### config.mk
export PLATFORM = sky130hd
export DESIGN_NAME = sacc_top
export DESIGN_NICKNAME = d
export VERILOG_FILES = /design/src/rtl/sacc_top.v
export VERILOG_INCLUDE_DIRS = /design/src /design/src/common
export SDC_FILE = /design/constraint.sdc
export NUM_CORES = 1
export LEC_CHECK = 0
export BUFFER_PORTS_ARGS = -buffer_cell sky130_fd_sc_hd__buf_2
export CORE_MARGIN = 4
export CORE_UTILIZATION = 58
export DETAILED_ROUTE_END_ITERATION = 8
export GPL_TIMING_DRIVEN = 0
export PLACE_DENSITY_LB_ADDON = 0.05
export SETUP_SLACK_MARGIN = 0.5
export SYNTH_ARGS = -nofsm -noshare
export SYNTH_HDL_FRONTEND = slang
export SYNTH_SLANG_ARGS = --single-unit
### constraint.sdc
create_clock -name clk_sys -period 7.44 [get_ports clk_sys]
set_input_delay 1.488 -clock clk_sys [delete_from_list [all_inputs] [get_ports clk_sys]]
set_output_delay 1.488 -clock clk_sys [all_outputs]
set_load 0.05 [all_outputs]
### src/common/sacc_defs.vh
// constants for the sar converter control block
// assumes a 32-bit apb slave and a 10-bit sar analog core
`ifndef SACC_DEFS_VH
`define SACC_DEFS_VH

// register byte offsets
`define SACC_OFF_CTRL_A   8'h00
`define SACC_OFF_CTRL_B   8'h04
`define SACC_OFF_CTRL_C   8'h08
`define SACC_OFF_RES_HI   8'h0c
`define SACC_OFF_RES_LO   8'h10
`define SACC_OFF_STATUS   8'h14

// control a fields
`define SACC_ON_BIT       0
`define SACC_GO_BIT       1
`define SACC_CHAN_LSB     2
`define SACC_CHAN_MSB     5
// control b fields
`define SACC_PCFG_LSB     0
`define SACC_PCFG_MSB     3
`define SACC_VRP_BIT      4
`define SACC_VRM_BIT      5
// control c fields
`define SACC_CCS_LSB      0
`define SACC_CCS_MSB      2
`define SACC_ACQ_LSB      3
`define SACC_ACQ_MSB      5
`define SACC_FMT_BIT      7
// status fields
`define SACC_DONE_BIT     0

// reset values
`define SACC_RST_CTRL_A   6'h00
`define SACC_RST_CTRL_B   6'h00
`define SACC_RST_CTRL_C   8'h00

// conversion clock divisors minus one
`define SACC_DIV2         6'h01
`define SACC_DIV4         6'h03
`define SACC_DIV8         6'h07
`define SACC_DIV16        6'h0f
`define SACC_DIV32        6'h1f
`define SACC_DIV64        6'h3f
`define SACC_CCS_RC_LOW   2'h3

// acquisition lengths in bit periods
`define SACC_ACQ_MANUAL   3'h0
`define SACC_ACQ_2        5'h02
`define SACC_ACQ_4        5'h04
`define SACC_ACQ_6        5'h06
`define SACC_ACQ_8        5'h08
`define SACC_ACQ_12       5'h0c
`define SACC_ACQ_16       5'h10
`define SACC_ACQ_20       5'h14

// sequence lengths in bit periods
`define SACC_CONV_TADS    4'hb
`define SACC_RECOV_TADS   2'h3
// first trial code of each conversion
`define SACC_SAR_MID      10'h200

// analog pin count and pin configuration knee
`define SACC_NPINS        5'h0d
`define SACC_PCFG_KNEE    4'h3
`define SACC_PCFG_BASE    5'h0f

`endif

### src/rtl/sacc_top.v
// sar converter control: apb registers, bit-period timing, sequencing
// assumes comparator and rc oscillator inputs are asynchronous pins
`timescale 1ns/1ps
`include "sacc_defs.vh"

module sacc_top (
    // clock and reset
    input  wire        clk_sys,
    input  wire        resetn,
    // apb slave
    input  wire        psel,
    input  wire        penable,
    input  wire        pwrite,
    input  wire [7:0]  paddr,
    input  wire [31:0] pwdata,
    output wire [31:0] prdata,
    output wire        pready,
    output wire        pslverr,
    // analog core
    input  wire        comp_in,
    input  wire        rc_clk_in,
    output wire [9:0]  dac_code,
    output wire        sample_en,
    output wire [3:0]  chan_sel,
    output wire        vref_plus_ext,
    output wire        vref_minus_ext,
    output wire [12:0] pin_analog
);

    localparam [3:0] ST_IDLE = 4'b0001;
    localparam [3:0] ST_ACQ  = 4'b0010;
    localparam [3:0] ST_CONV = 4'b0100;
    localparam [3:0] ST_REC  = 4'b1000;

    reg  [3:0]  state_r;
    reg  [3:0]  state_nxt;
    reg  [5:0]  ctrl_a_r;
    reg  [5:0]  ctrl_b_r;
    reg  [7:0]  ctrl_c_r;
    reg  [7:0]  res_hi_r;
    reg  [7:0]  res_lo_r;
    reg         done_flag_r;
    reg  [31:0] prdata_r;
    reg  [5:0]  div_cnt_r;
    reg  [4:0]  seq_cnt_r;
    reg  [4:0]  seq_cnt_nxt;
    reg  [9:0]  sar_r;
    reg  [9:0]  sar_nxt;
    reg         comp_s1_r;
    reg         comp_s2_r;
    reg         rc_s1_r;
    reg         rc_s2_r;
    reg         rc_s3_r;
    reg  [5:0]  div_max;
    reg  [4:0]  acq_len;
    reg  [31:0] rd_mux;
    reg         hit;
    reg  [12:0] pin_an;
    reg  [4:0]  an_count;
    reg         go_clr;
    reg         load_res;
    integer     i;
    integer     k;

    wire        wr_en = psel & penable & pwrite;
    wire        rd_setup = psel & ~penable;
    wire        conv_on = ctrl_a_r[`SACC_ON_BIT];
    wire        go_busy = ctrl_a_r[`SACC_GO_BIT];
    wire [2:0]  ccs = ctrl_c_r[`SACC_CCS_MSB:`SACC_CCS_LSB];
    wire [2:0]  acq_sel = ctrl_c_r[`SACC_ACQ_MSB:`SACC_ACQ_LSB];
    wire        use_rc = (ccs[1:0] == `SACC_CCS_RC_LOW);
    wire        rc_edge = rc_s2_r & ~rc_s3_r;
    wire        tad_tick = use_rc ? rc_edge : (div_cnt_r == div_max);
    wire        timing = (state_r != ST_IDLE);
    wire [9:0]  res_val = sar_nxt;

    // apb answers at once, decode errors flagged
    assign pready  = 1'b1;
    assign pslverr = psel & penable & ~hit;
    assign prdata  = prdata_r;

    // analog core outputs
    assign dac_code       = sar_r;
    assign chan_sel       = ctrl_a_r[`SACC_CHAN_MSB:`SACC_CHAN_LSB];
    assign vref_plus_ext  = ctrl_b_r[`SACC_VRP_BIT];
    assign vref_minus_ext = ctrl_b_r[`SACC_VRM_BIT];
    assign sample_en      = conv_on & ((state_r == ST_IDLE) | (state_r == ST_ACQ));
    assign pin_analog     = pin_an;

    // address decode and read mux
    always @* begin
        hit    = 1'b1;
        rd_mux = 32'h0000_0000;
        if (paddr == `SACC_OFF_CTRL_A) begin
            rd_mux[5:0] = ctrl_a_r;
        end else if (paddr == `SACC_OFF_CTRL_B) begin
            rd_mux[5:0] = ctrl_b_r;
        end else if (paddr == `SACC_OFF_CTRL_C) begin
            rd_mux[7:0] = ctrl_c_r;
        end else if (paddr == `SACC_OFF_RES_HI) begin
            rd_mux[7:0] = res_hi_r;
        end else if (paddr == `SACC_OFF_RES_LO) begin
            rd_mux[7:0] = res_lo_r;
        end else if (paddr == `SACC_OFF_STATUS) begin
            rd_mux[`SACC_DONE_BIT] = done_flag_r;
        end else begin
            hit = 1'b0;
        end
    end

    // pin configuration decode
    always @* begin
        if (ctrl_b_r[`SACC_PCFG_MSB:`SACC_PCFG_LSB] < `SACC_PCFG_KNEE)
            an_count = `SACC_NPINS;
        else
            an_count = `SACC_PCFG_BASE - {1'b0, ctrl_b_r[`SACC_PCFG_MSB:`SACC_PCFG_LSB]};
        for (i = 0; i < `SACC_NPINS; i = i + 1)
            pin_an[i] = (i < an_count);
    end

    // conversion clock divisor
    always @* begin
        case (ccs)
            3'h0:    div_max = `SACC_DIV2;
            3'h1:    div_max = `SACC_DIV8;
            3'h2:    div_max = `SACC_DIV32;
            3'h4:    div_max = `SACC_DIV4;
            3'h5:    div_max = `SACC_DIV16;
            3'h6:    div_max = `SACC_DIV64;
            default: div_max = `SACC_DIV2;
        endcase
    end

    // acquisition length
    always @* begin
        case (acq_sel)
            3'h1:    acq_len = `SACC_ACQ_2;
            3'h2:    acq_len = `SACC_ACQ_4;
            3'h3:    acq_len = `SACC_ACQ_6;
            3'h4:    acq_len = `SACC_ACQ_8;
            3'h5:    acq_len = `SACC_ACQ_12;
            3'h6:    acq_len = `SACC_ACQ_16;
            3'h7:    acq_len = `SACC_ACQ_20;
            default: acq_len = 5'h00;
        endcase
    end

    // sequencer
    always @* begin
        state_nxt   = state_r;
        seq_cnt_nxt = seq_cnt_r;
        sar_nxt     = sar_r;
        go_clr      = 1'b0;
        load_res    = 1'b0;
        case (state_r)
            ST_IDLE: begin
                seq_cnt_nxt = 5'h00;
                if (conv_on & go_busy) begin
                    if (acq_sel == `SACC_ACQ_MANUAL) begin
                        state_nxt = ST_CONV;
                    end else begin
                        state_nxt   = ST_ACQ;
                        seq_cnt_nxt = acq_len;
                    end
                end
            end
            ST_ACQ: begin
                if (~go_busy | ~conv_on) begin
                    state_nxt   = ST_REC;
                    seq_cnt_nxt = 5'h00;
                end else if (tad_tick) begin
                    seq_cnt_nxt = seq_cnt_r - 5'h01;
                    if (seq_cnt_r == 5'h01) begin
                        state_nxt   = ST_CONV;
                        seq_cnt_nxt = 5'h00;
                    end
                end
            end
            ST_CONV: begin
                if (~go_busy | ~conv_on) begin
                    state_nxt   = ST_REC;
                    seq_cnt_nxt = 5'h00;
                end else if (tad_tick) begin
                    seq_cnt_nxt = seq_cnt_r + 5'h01;
                    if (seq_cnt_r == 5'h00) begin
                        sar_nxt = `SACC_SAR_MID;
                    end else begin
                        // resolve current trial bit, then try the next
                        sar_nxt = sar_r;
                        for (k = 0; k < 10; k = k + 1) begin
                            if (k == 10 - seq_cnt_r) begin
                                sar_nxt[k] = comp_s2_r;
                                if (k > 0)
                                    sar_nxt[k-1] = 1'b1;
                            end
                        end
                    end
                    if (seq_cnt_r == {1'b0, `SACC_CONV_TADS} - 5'h01) begin
                        state_nxt   = ST_REC;
                        seq_cnt_nxt = 5'h00;
                        go_clr      = 1'b1;
                        load_res    = 1'b1;
                    end
                end
            end
            ST_REC: begin
                if (tad_tick) begin
                    seq_cnt_nxt = seq_cnt_r + 5'h01;
                    if (seq_cnt_r == {3'h0, `SACC_RECOV_TADS} - 5'h01)
                        state_nxt = ST_IDLE;
                end
            end
            default: begin
                state_nxt   = ST_IDLE;
                seq_cnt_nxt = 5'h00;
            end
        endcase
    end

    // synchronisers for analog-side inputs
    always @(posedge clk_sys or negedge resetn) begin
        if (!resetn) begin
            comp_s1_r <= 1'b0;
            comp_s2_r <= 1'b0;
            rc_s1_r   <= 1'b0;
            rc_s2_r   <= 1'b0;
            rc_s3_r   <= 1'b0;
        end else begin
            comp_s1_r <= comp_in;
            comp_s2_r <= comp_s1_r;
            rc_s1_r   <= rc_clk_in;
            rc_s2_r   <= rc_s1_r;
            rc_s3_r   <= rc_s2_r;
        end
    end

    // control state, registers, apb read data
    always @(posedge clk_sys or negedge resetn) begin
        if (!resetn) begin
            state_r     <= ST_IDLE;
            ctrl_a_r    <= `SACC_RST_CTRL_A;
            ctrl_b_r    <= `SACC_RST_CTRL_B;
            ctrl_c_r    <= `SACC_RST_CTRL_C;
            done_flag_r <= 1'b0;
            prdata_r    <= 32'h0000_0000;
            div_cnt_r   <= 6'h00;
            seq_cnt_r   <= 5'h00;
            sar_r       <= 10'h000;
        end else begin
            state_r   <= state_nxt;
            seq_cnt_r <= seq_cnt_nxt;
            sar_r     <= sar_nxt;
            if (rd_setup)
                prdata_r <= rd_mux;
            if (!timing | tad_tick | use_rc)
                div_cnt_r <= 6'h00;
            else
                div_cnt_r <= div_cnt_r + 6'h01;
            if (wr_en && paddr == `SACC_OFF_CTRL_A) begin
                ctrl_a_r[`SACC_CHAN_MSB:`SACC_CHAN_LSB] <= pwdata[`SACC_CHAN_MSB:`SACC_CHAN_LSB];
                ctrl_a_r[`SACC_ON_BIT] <= pwdata[`SACC_ON_BIT];
                ctrl_a_r[`SACC_GO_BIT] <= pwdata[`SACC_GO_BIT] & conv_on;
            end else if (go_clr) begin
                ctrl_a_r[`SACC_GO_BIT] <= 1'b0;
            end
            if (wr_en && paddr == `SACC_OFF_CTRL_B)
                ctrl_b_r <= pwdata[`SACC_VRM_BIT:`SACC_PCFG_LSB];
            if (wr_en && paddr == `SACC_OFF_CTRL_C)
                ctrl_c_r <= {pwdata[`SACC_FMT_BIT], 1'b0, pwdata[`SACC_ACQ_MSB:`SACC_CCS_LSB]};
            if (load_res)
                done_flag_r <= 1'b1;
            else if (wr_en && paddr == `SACC_OFF_STATUS)
                done_flag_r <= pwdata[`SACC_DONE_BIT];
        end
    end

    // result pair has no reset
    always @(posedge clk_sys) begin
        if (load_res) begin
            if (ctrl_c_r[`SACC_FMT_BIT]) begin
                res_hi_r <= {6'h00, res_val[9:8]};
                res_lo_r <= res_val[7:0];
            end else begin
                res_hi_r <= res_val[9:2];
                res_lo_r <= {res_val[1:0], 6'h00};
            end
        end else begin
            if (wr_en && paddr == `SACC_OFF_RES_HI)
                res_hi_r <= pwdata[7:0];
            if (wr_en && paddr == `SACC_OFF_RES_LO)
                res_lo_r <= pwdata[7:0];
        end
    end

endmodule

==> results.yml, run 1 <==
floorplanning:
  design.die.area_um2: 9330
  boundaryPins: 111
  start_util_pct: 59.2
  die_w_um: 96.6
  die_h_um: 96.6
  rows: 32
  core_area_um2: 7690
route:
  firstDrtPassIters: 7
  route.met3.wl_um: 925
  wl_met1_mm: 4.72
  top_layer: "met4"
  wl_mm: 11.1
  drt_iter0_markers: 274
  antenna_left: 0
  wl_met2_mm: 5.28
  viasPerCell: 5.71
  drc: 0
  vias: 4015
  wl_per_cell_um: 15.8
clock_network:
  clkTransAtPathRegs_ns: 0.08
  cts_sinks: 74
  cts_root_buffer: "clkbuf_8"
  cts_max_path_buffers: 2
  cts.hold.buffers_added: 0
  cts_resized: 0
  cts_tree: "yes"
  numCtsBuffers: 9
  postCtsSetupBuffers: 0
  htree_num_levels: 3
  worstSkewPairLatency_ns: 0.36
flow_run:
  maxCapViolCount: 0
sta:
  slew_headroom_pct: 24.1
  worst_pin_slew_ns: 1.13
  timing.setup.tns_ns: 0
  fin_crit_sh_pct: 61.3
  finalCriticalPeriod_ns: 4.56
  finalMaxSlewViolations: 0
  fin_skew_ns: 0.0150
  hold_viol_final: 0
  setup_viol: 0
  rsz0062_at_grt: "no"
  timing.fmax_mhz: 219
yosys:
  synthMostInstantiatedCell: "dfrtp_1"
  synth_top_family_by_area: "simple AND/OR/NAND/NOR gates"
  synth.area.mux_share_pct: 5.80
  synth-compound-area-share_pct: 18.3
  syn_inst: 502
  synth_edf_count: 16
  synth_commonest_cells: "57 x dfrtp_1, 51 x nand2_1, 40 x o21ai_0"
  yosys.area_share.simple_pct: 19.9
  ys.warnings.count: 0
  yosysUniqueCellTypes: 69
  synth-adder-area-share_pct: 2.20
  ys_ff_latch: 74
  synth_top_area_share_pct: 31.3
  synth_xor_area_share_pct: 1.73
  synth_area_per_cell_um2: 9.07
  synth.area.top_cells: "dfrtp_1 31%, edfxtp_1 11%, buf_4 4.8%"
  ys.flop_type: "dfrtp_1"
  yosys.area.top_type: "dfrtp_1"
  synthArstFlopShare_pct: 78.4
  syn_area_um2: 4550
  ys_seq_area_share_pct: 42.5
hold_path:
  hold_path_class: "reg -> reg"
global_route:
  grt_pass1_vias: 3674
  grt_pass1_wl_mm: 18.2
  grt_max_degree: 59
  overflow: 0
  gr-usage-all-layers_pct: 23.7
  antenna_found_initial: 0
setup_path:
  cp_max_fo: 6
  cp.arrival_ns: 3.07
  setup.worst_path.start_class: "input port"
  r2r_setup_slack_ns: 4.05
  critPathCaptureType: "primary output"
  required_ns: 5.95
  path_class: "in -> out"
placed_design:
  io_buffers: 60
  gp_congestion: 0.945
  placed_area_um2: 5070
  dp.final_hpwl_mm: 8.29
finish:
  diodes: 0
  fin_nets: 651
  syn_to_final_growth_pct: 16.0
  finalInstanceArea_um2: 5280
  drive_gt1_share_pct: 23.0
power:
  powerDensity_nw_per_um2: 183
  power.leakage_nw: 2.49
  vdd_drop_max_mv: 0.0924
outcome:
  outcome: "completed"
==> path summary, 6_finish.rpt <==
path / cells after the start / endpoint / start
worst min register to register: 0 / comp_s2_r / comp_s1_r
min in group asynchronous: 1 / div_cnt_r[2] / resetn
max in group asynchronous: 1 / dac_code[4] / resetn
worst max-delay path: 7 / pslverr / paddr[1]
worst max register to register: 8 / res_hi_r[5] / ctrl_c_r[1]
worst min-delay path: 0 / comp_s2_r / comp_s1_r
==> worst max-delay path, stage by stage <==
cell and delay, ns:
buf_2 0.09, or4_1 0.53, or3_1 0.31, buf_2 0.16
nor2_1 0.19, nor3_1 0.08, buf_2 0.23
==> layout by cell type, fill, tap and decap left out, types with 5 or more instances in the layout <==
cell / synthesis / layout
conb_1: 2 / 25
nor2_1: 39 / 39
a21oi_1: 29 / 29
buf_4: 29 / 30
nand2_1: 51 / 51
inv_1: 23 / 23
xor2_1: 6 / 6
dfrtp_1: 57 / 57
nand2b_1: 7 / 7
o211ai_1: 5 / 5
clkbuf_1: 19 / 20
o22ai_1: 5 / 5
mux2i_1: 5 / 5
or3_1: 6 / 6
edfxtp_1: 16 / 16
nor3_1: 14 / 14
clkbuf_8: 0 / 10
o31ai_1: 9 / 9
mux2_2: 19 / 19
o21ai_0: 40 / 40
a31oi_1: 6 / 6
nor2b_1: 6 / 6
buf_2: 4 / 63
nand3_1: 10 / 10
ha_1: 8 / 8
==> where the power goes <==
group | leakage [nW] | switching [mW] | internal (mW)
Clock | 0.112 | 0.154 | 0.184
Sequential | 0.924 | 0.0182 | 0.428
Combinational | 1.45 | 0.128 | 0.0536
Total | 2.49 | 0.301 | 0.665
==> sequential cells by signal (all words and copies together) (netlist names) <==
register and flops:
comp_s1_r 1, done_flag_r 1, rc_s3_r 1, ctrl_c_r 7, res_lo_r 8, res_hi_r 8, state_r 4, ctrl_b_r 6
rc_s2_r 1, seq_cnt_r 5, div_cnt_r 6, prdata 8, comp_s2_r 1, dac_code 10, rc_s1_r 1, ctrl_a_r 6
==> cell type report <==
class	instances	area (um2)
multi-input cells	371	2280
well taps	102	128
plain buffers	57	343
fillers	605	2400
flip-flops and latches	74	1930
clock buffers	12	166
inverters	23	86.3
repair buffers	60	303
clock inverters	4	46.3
==> logic make-up after synthesis <==
| group | Yosys count |
|---|---|
| multiplexers | 24 |
| AO/OA/AOI/OAI | 130 |
| adder cells (fa/ha/maj) | 8 |
| AND/OR/NAND/NOR | 175 |
| buffers and inverters | 80 |
| XOR/XNOR | 9 |
| other | 2 |
| flip-flops | 74 |
==> stage by stage <==
step	setup slack [ns]	util [%]	instances	hold slack, ns	total power, mW
after floorplan	3.00	-	525	0.331	0.583
after global placement	2.88	65.9	687	0.333	0.625
after detailed placement	2.88	65.9	687	0.341	0.632
after CTS	2.88	68.7	703	0.359	0.963
after global routing	2.81	68.7	703	0.368	1.01
final	2.88	68.7	703	0.354	0.966
==> routing by layer <==
metal / global-route usage [%] / up-vias
met2: 38.2 / 193
met5: 0 / -
met3: 4.11 / 24
li1: - / 1939
met1: 32.3 / 1859
met4: 8.21 / 0
No activity file was read; power rests on OpenSTA's default activity.
==> inputs of run 2 (changes only) <==
--- a/config.mk
+++ b/config.mk
@@ -8,7 +8,7 @@
 export LEC_CHECK = 0
 export BUFFER_PORTS_ARGS = -buffer_cell sky130_fd_sc_hd__buf_2
 export CORE_MARGIN = 4
-export CORE_UTILIZATION = 58
+export CORE_UTILIZATION = 54
 export DETAILED_ROUTE_END_ITERATION = 8
 export GPL_TIMING_DRIVEN = 0
 export PLACE_DENSITY_LB_ADDON = 0.05
==> constraint.sdc (replaced) <==
create_clock -name clk_sys -period 4.4 [get_ports clk_sys]
set_input_delay 0.88 -clock clk_sys [delete_from_list [all_inputs] [get_ports clk_sys]]
set_output_delay 0.88 -clock clk_sys [all_outputs]
set_load 0.05 [all_outputs]
==> results.yml, run 2 (synthesis gave the netlist of run 1 again) <==
finish:
  final_common_cell: "buf_2"
  diodes: 0
  syn_to_final_growth_pct: 16.5
  layout_common_cells: "63 x buf_2, 57 x dfrtp_1, 51 x nand2_1, 40 x o21ai_0, 39 x nor2_1"
  largest_reg_flops: 10
  fin_nets: 651
  drive_gt1_share_pct: 22.8
  finalInstanceArea_um2: 5300
placed_design:
  placed_area_um2: 5070
  io_buffers: 60
  dp.final_hpwl_mm: 8.40
  gp_congestion: 0.967
setup_path:
  crit_chain: "buf_2, or4_1, or3_1, buf_2, nor2_1, nor3_1, buf_2"
  rr_startpoint: "ctrl_c_r[1]"
  cp_max_fo: 6
  setup.worst_path.start_class: "input port"
  reg2reg_depth: 8
  crit_path_start: "paddr[1]"
  required_ns: 3.52
  r2r_end: "res_hi_r[7]"
  critPathCaptureType: "primary output"
  r2r_setup_slack_ns: 1.08
  cp.arrival_ns: 2.47
  path_class: "in -> out"
  cp_common_cell: "buf_2"
  critPathMaxStageDelay_ns: 0.53
  crit_path_top_delay_cell: "or4_1"
floorplanning:
  die_h_um: 99.8
  design.die.area_um2: 9970
  start_util_pct: 55.4
  rows: 33
  core_area_um2: 8220
  boundaryPins: 111
  die_w_um: 99.8
sta:
  fin_skew_ns: 0.00958
  fin_crit_sh_pct: 76.2
  worst_pin_slew_ns: 1.07
  timing.setup.tns_ns: 0
  rsz0062_at_grt: "no"
  setup_viol: 0
  finalMaxSlewViolations: 0
  timing.fmax_mhz: 298
  slew_headroom_pct: 28.2
  hold_viol_final: 0
  finalCriticalPeriod_ns: 3.35
hold_path:
  hold_path_class: "reg -> reg"
  hold_start: "comp_s1_r"
  holdPathStages: 0
  worstHoldEndpoint: "comp_s2_r"
clock_network:
  cts_root_buffer: "clkbuf_8"
  numCtsBuffers: 9
  cts_sinks: 74
  cts_resized: 0
  htree_num_levels: 3
  worstSkewPairLatency_ns: 0.34
  clkTransAtPathRegs_ns: 0.08
  postCtsSetupBuffers: 0
  cts_max_path_buffers: 2
  cts.hold.buffers_added: 0
  cts_tree: "yes"
global_route:
  grt_use_met1_pct: 30.1
  gr-usage-all-layers_pct: 22.7
  overflow: 0
  grt_pass1_vias: 3741
  grtUsageMet2_pct: 38.3
  grt_max_degree: 59
  grt-busiest-layer: "met2"
  grt_pass1_wl_mm: 18.3
  gr-usage-met3_pct: 3.34
  antenna_found_initial: 0
power:
  intPower_mw: 1.17
  pwr-share-clk_pct: 36.6
  vdd_drop_max_mv: 0.150
  power.leakage_nw: 2.49
  p_comb_share_pct: 18.3
  p_sw_mw: 0.498
  powerDensity_nw_per_um2: 314
  seq_power_share_pct: 45.1
  swShare_pct: 29.9
route:
  antenna_left: 0
  viasPerCell: 5.71
  wl_mm: 11.2
  firstDrtPassIters: 5
  wl_per_cell_um: 15.9
  drc: 0
  vias: 4030
  drt_iter0_markers: 189
outcome:
  outcome: "completed"
flow_run:
  maxCapViolCount: 0
[run 2: per-layer routing]
metal / part of all wire (%) / vias to the layer above
li1: - / 1948
met1: 43 / 1885
met2: 48 / 173
met3: 7.5 / 24
met4: 2.2 / 0
met5: 0 / -
[run 2: worst max path at each step]
stage                   to  slack [ns]  depth (start not counted)
2_1_floorplan      pslverr        1.17                          5
3_3_place_gp   res_hi_r[0]        0.80                          7
3_5_place_dp   res_hi_r[6]        0.83                          7
4_1_cts            pslverr        1.06                          7
5_1_grt        res_hi_r[3]        0.79                          8
6_report           pslverr        1.05                          7
[run 2: layout make-up]
cell class              count  area, um2
well taps                 105        131
plain buffers              57        343
clock inverters             4       73.8
multi-input cells         371       2280
flip-flops and latches     74       1930
inverters                  23       86.3
fillers                   726       2910
repair buffers             60        303
clock buffers              12        156
[run 2: critical path, delay by kind of cell]
kind | cells | cell delay [ns]
buffers and inverters | 3 | 0.47
AND/OR/NAND/NOR | 4 | 1.11
[run 2: power by group through the flow]
stage | Clock, mW | Sequential [mW] | Combinational [mW]
2_1_floorplan | 0 | 0.760 | 0.225
3_3_place_gp | 0 | 0.765 | 0.295
3_5_place_dp | 0 | 0.766 | 0.301
4_1_cts | 0.617 | 0.752 | 0.304
5_1_grt | 0.650 | 0.756 | 0.335
6_report | 0.610 | 0.752 | 0.305
[run 2: metrics by stage]
| stage | hold slack, ns | instances | total power, mW | setup slack, ns | utilization [%] |
|---|---|---|---|---|---|
| final | 0.361 | 706 | 1.67 | 1.05 | 64.6 |
| after global routing | 0.370 | 706 | 1.74 | 0.788 | 64.6 |
| after CTS | 0.366 | 706 | 1.67 | 1.06 | 64.5 |
| after detailed placement | 0.348 | 690 | 1.07 | 0.832 | 61.7 |
| after global placement | 0.335 | 690 | 1.06 | 0.800 | 61.7 |
| after floorplan | 0.331 | 525 | 0.985 | 1.17 | - |
==> inputs of run 3 (changes only) <==
==> constraint.sdc (replaced) <==
create_clock -name clk_sys -period 3.4 [get_ports clk_sys]
set_input_delay 0.68 -clock clk_sys [delete_from_list [all_inputs] [get_ports clk_sys]]
set_output_delay 0.68 -clock clk_sys [all_outputs]
set_load 0.05 [all_outputs]
==> results.yml, run 3 (synthesis gave the netlist of run 1 again) <==
sta:
  fin_ws_ns: 0.565
  timing.setup.tns_ns: 0
  slew_headroom_pct: 51.0
  fin_crit_sh_pct: 83.4
  hold_ws_ns: 0.364
  timing.fmax_mhz: 353
  hold_viol_final: 0
  setup_viol: 0
  finalCriticalPeriod_ns: 2.83
  finalMaxSlewViolations: 0
  worst_pin_slew_ns: 0.735
  fin_skew_ns: 0.00797
  rsz0062_at_grt: "no"
setup_path:
  crit_chain: "buf_2, or4_1, or3_1, buf_6, nor2_4, nor3_1, buf_4"
  required_ns: 2.72
  critical_path.top_delay_family: "simple AND/OR/NAND/NOR gates"
  cp_num_buf_inv: 3
  critPathMaxStageDelay_ns: 0.52
  crit_path_top_delay_cell: "or4_1"
  critPathCaptureType: "primary output"
  setup.worst_path.start_class: "input port"
  path_class: "in -> out"
  cp.arrival_ns: 2.15
  cp_max_fo: 6
global_route:
  grt_max_degree: 59
  grt_pass1_wl_mm: 18.4
  antenna_found_initial: 0
  grt_pass1_vias: 3734
  gr-usage-all-layers_pct: 23.1
  overflow: 0
power:
  power.leakage_nw: 2.51
  swShare_pct: 29.5
  vdd_drop_max_mv: 0.226
  p_comb_share_pct: 18.3
  pwr-share-clk_pct: 37.9
  seq_power_share_pct: 43.8
  totalPowerFinal_mw: 2.22
  intPower_mw: 1.57
  powerDensity_nw_per_um2: 415
  p_sw_mw: 0.657
placed_design:
  gp_congestion: 0.966
  dp.final_hpwl_mm: 8.52
  placed_area_um2: 5070
  pre_cts_slack_ns: 0.0685
  io_buffers: 60
clock_network:
  worstSkewPairLatency_ns: 0.36
  postCtsSetupBuffers: 0
  cts_root_buffer: "clkbuf_8"
  cts_tree: "yes"
  numCtsBuffers: 9
  htree_num_levels: 3
  cts_sinks: 74
  clkTransAtPathRegs_ns: 0.07
  cts_max_path_buffers: 2
route:
  wl_per_cell_um: 16.2
  drt_iter0_markers: 263
  viasPerCell: 5.74
  antenna_left: 0
  drc: 0
  wl_mm: 11.4
  vias: 4051
  firstDrtPassIters: 5
floorplanning:
  start_util_pct: 55.4
  design.die.area_um2: 9970
  die_h_um: 99.8
  rows: 33
  core_area_um2: 8220
  die_w_um: 99.8
  boundaryPins: 111
hold_path:
  hold_path_class: "reg -> reg"
finish:
  syn_to_final_growth_pct: 17.9
  drive_gt1_share_pct: 24.8
  layout_common_cells: "61 x buf_2, 56 x dfrtp_1, 49 x nand2_1, 38 x nor2_1, 35 x o21ai_0"
  finalInstanceArea_um2: 5370
  final_common_cell: "buf_2"
  fin_nets: 651
  largest_reg_flops: 10
  diodes: 0
outcome:
  outcome: "completed"
flow_run:
  maxCapViolCount: 0
==> run 3: cell types whose count changed in the layout (fill, tap and decap cells not counted), sizes merged <==
cell	delta
bufinv	+1
clkinv	-1
==> run 3: through the flow <==
stage / cells / utilization (%)
after floorplan: 525 / -
after global placement: 690 / 61.7
after detailed placement: 690 / 61.7
after CTS: 706 / 64.9
after global routing: 706 / 65.3
final: 706 / 65.3
==> run 3: power groups by stage <==
stage	sequential (mW)	clock (mW)	combinational, mW
2_1_floorplan	0.984	0	0.291
3_3_place_gp	0.989	0	0.381
3_5_place_dp	0.992	0	0.390
4_1_cts	0.973	0.857	0.394
5_1_grt	0.982	0.900	0.446
6_report	0.974	0.843	0.408
==> run 3: cell type report <==
class                      count  area [um2]
sequential                    74        1930
multi-input combinational    371        2310
fill                         717        2850
buffer                        57         353
clock buffer                  12         145
tap                          105         131
timing repair buffer          60         305
clock inverter                 4        98.8
inverter                      23        86.3
==> run 3: final timing paths <==
kind                           endpoint          from  cells past startpoint  slack [ns]
max                             pslverr      paddr[1]                      7        0.57
min                           comp_s2_r     comp_s1_r                      0        0.36
max reg2reg                seq_cnt_r[3]  seq_cnt_r[0]                     11        0.67
min reg2reg                   comp_s2_r     comp_s1_r                      0        0.36
max in group asynchronous  seq_cnt_r[0]        resetn                      1        2.50
min in group asynchronous  div_cnt_r[2]        resetn                      1        0.37
==> run 3: what timing repair did <==
item | 4_1_cts | 5_1_grt
hold buffers | 0 | 0
gates resized for setup | 6 | 18
endpoints found under the setup margin | 33 | 36
==> run 3: per-layer routing <==
metal  vias to the layer above  GRT usage (%)  wire (um)
li1                       1945              -          -
met1                      1895           30.7       4830
met2                       189           37.8       5430
met3                        22           4.38        939
met4                         0           8.61        246
met5                         -              0          0
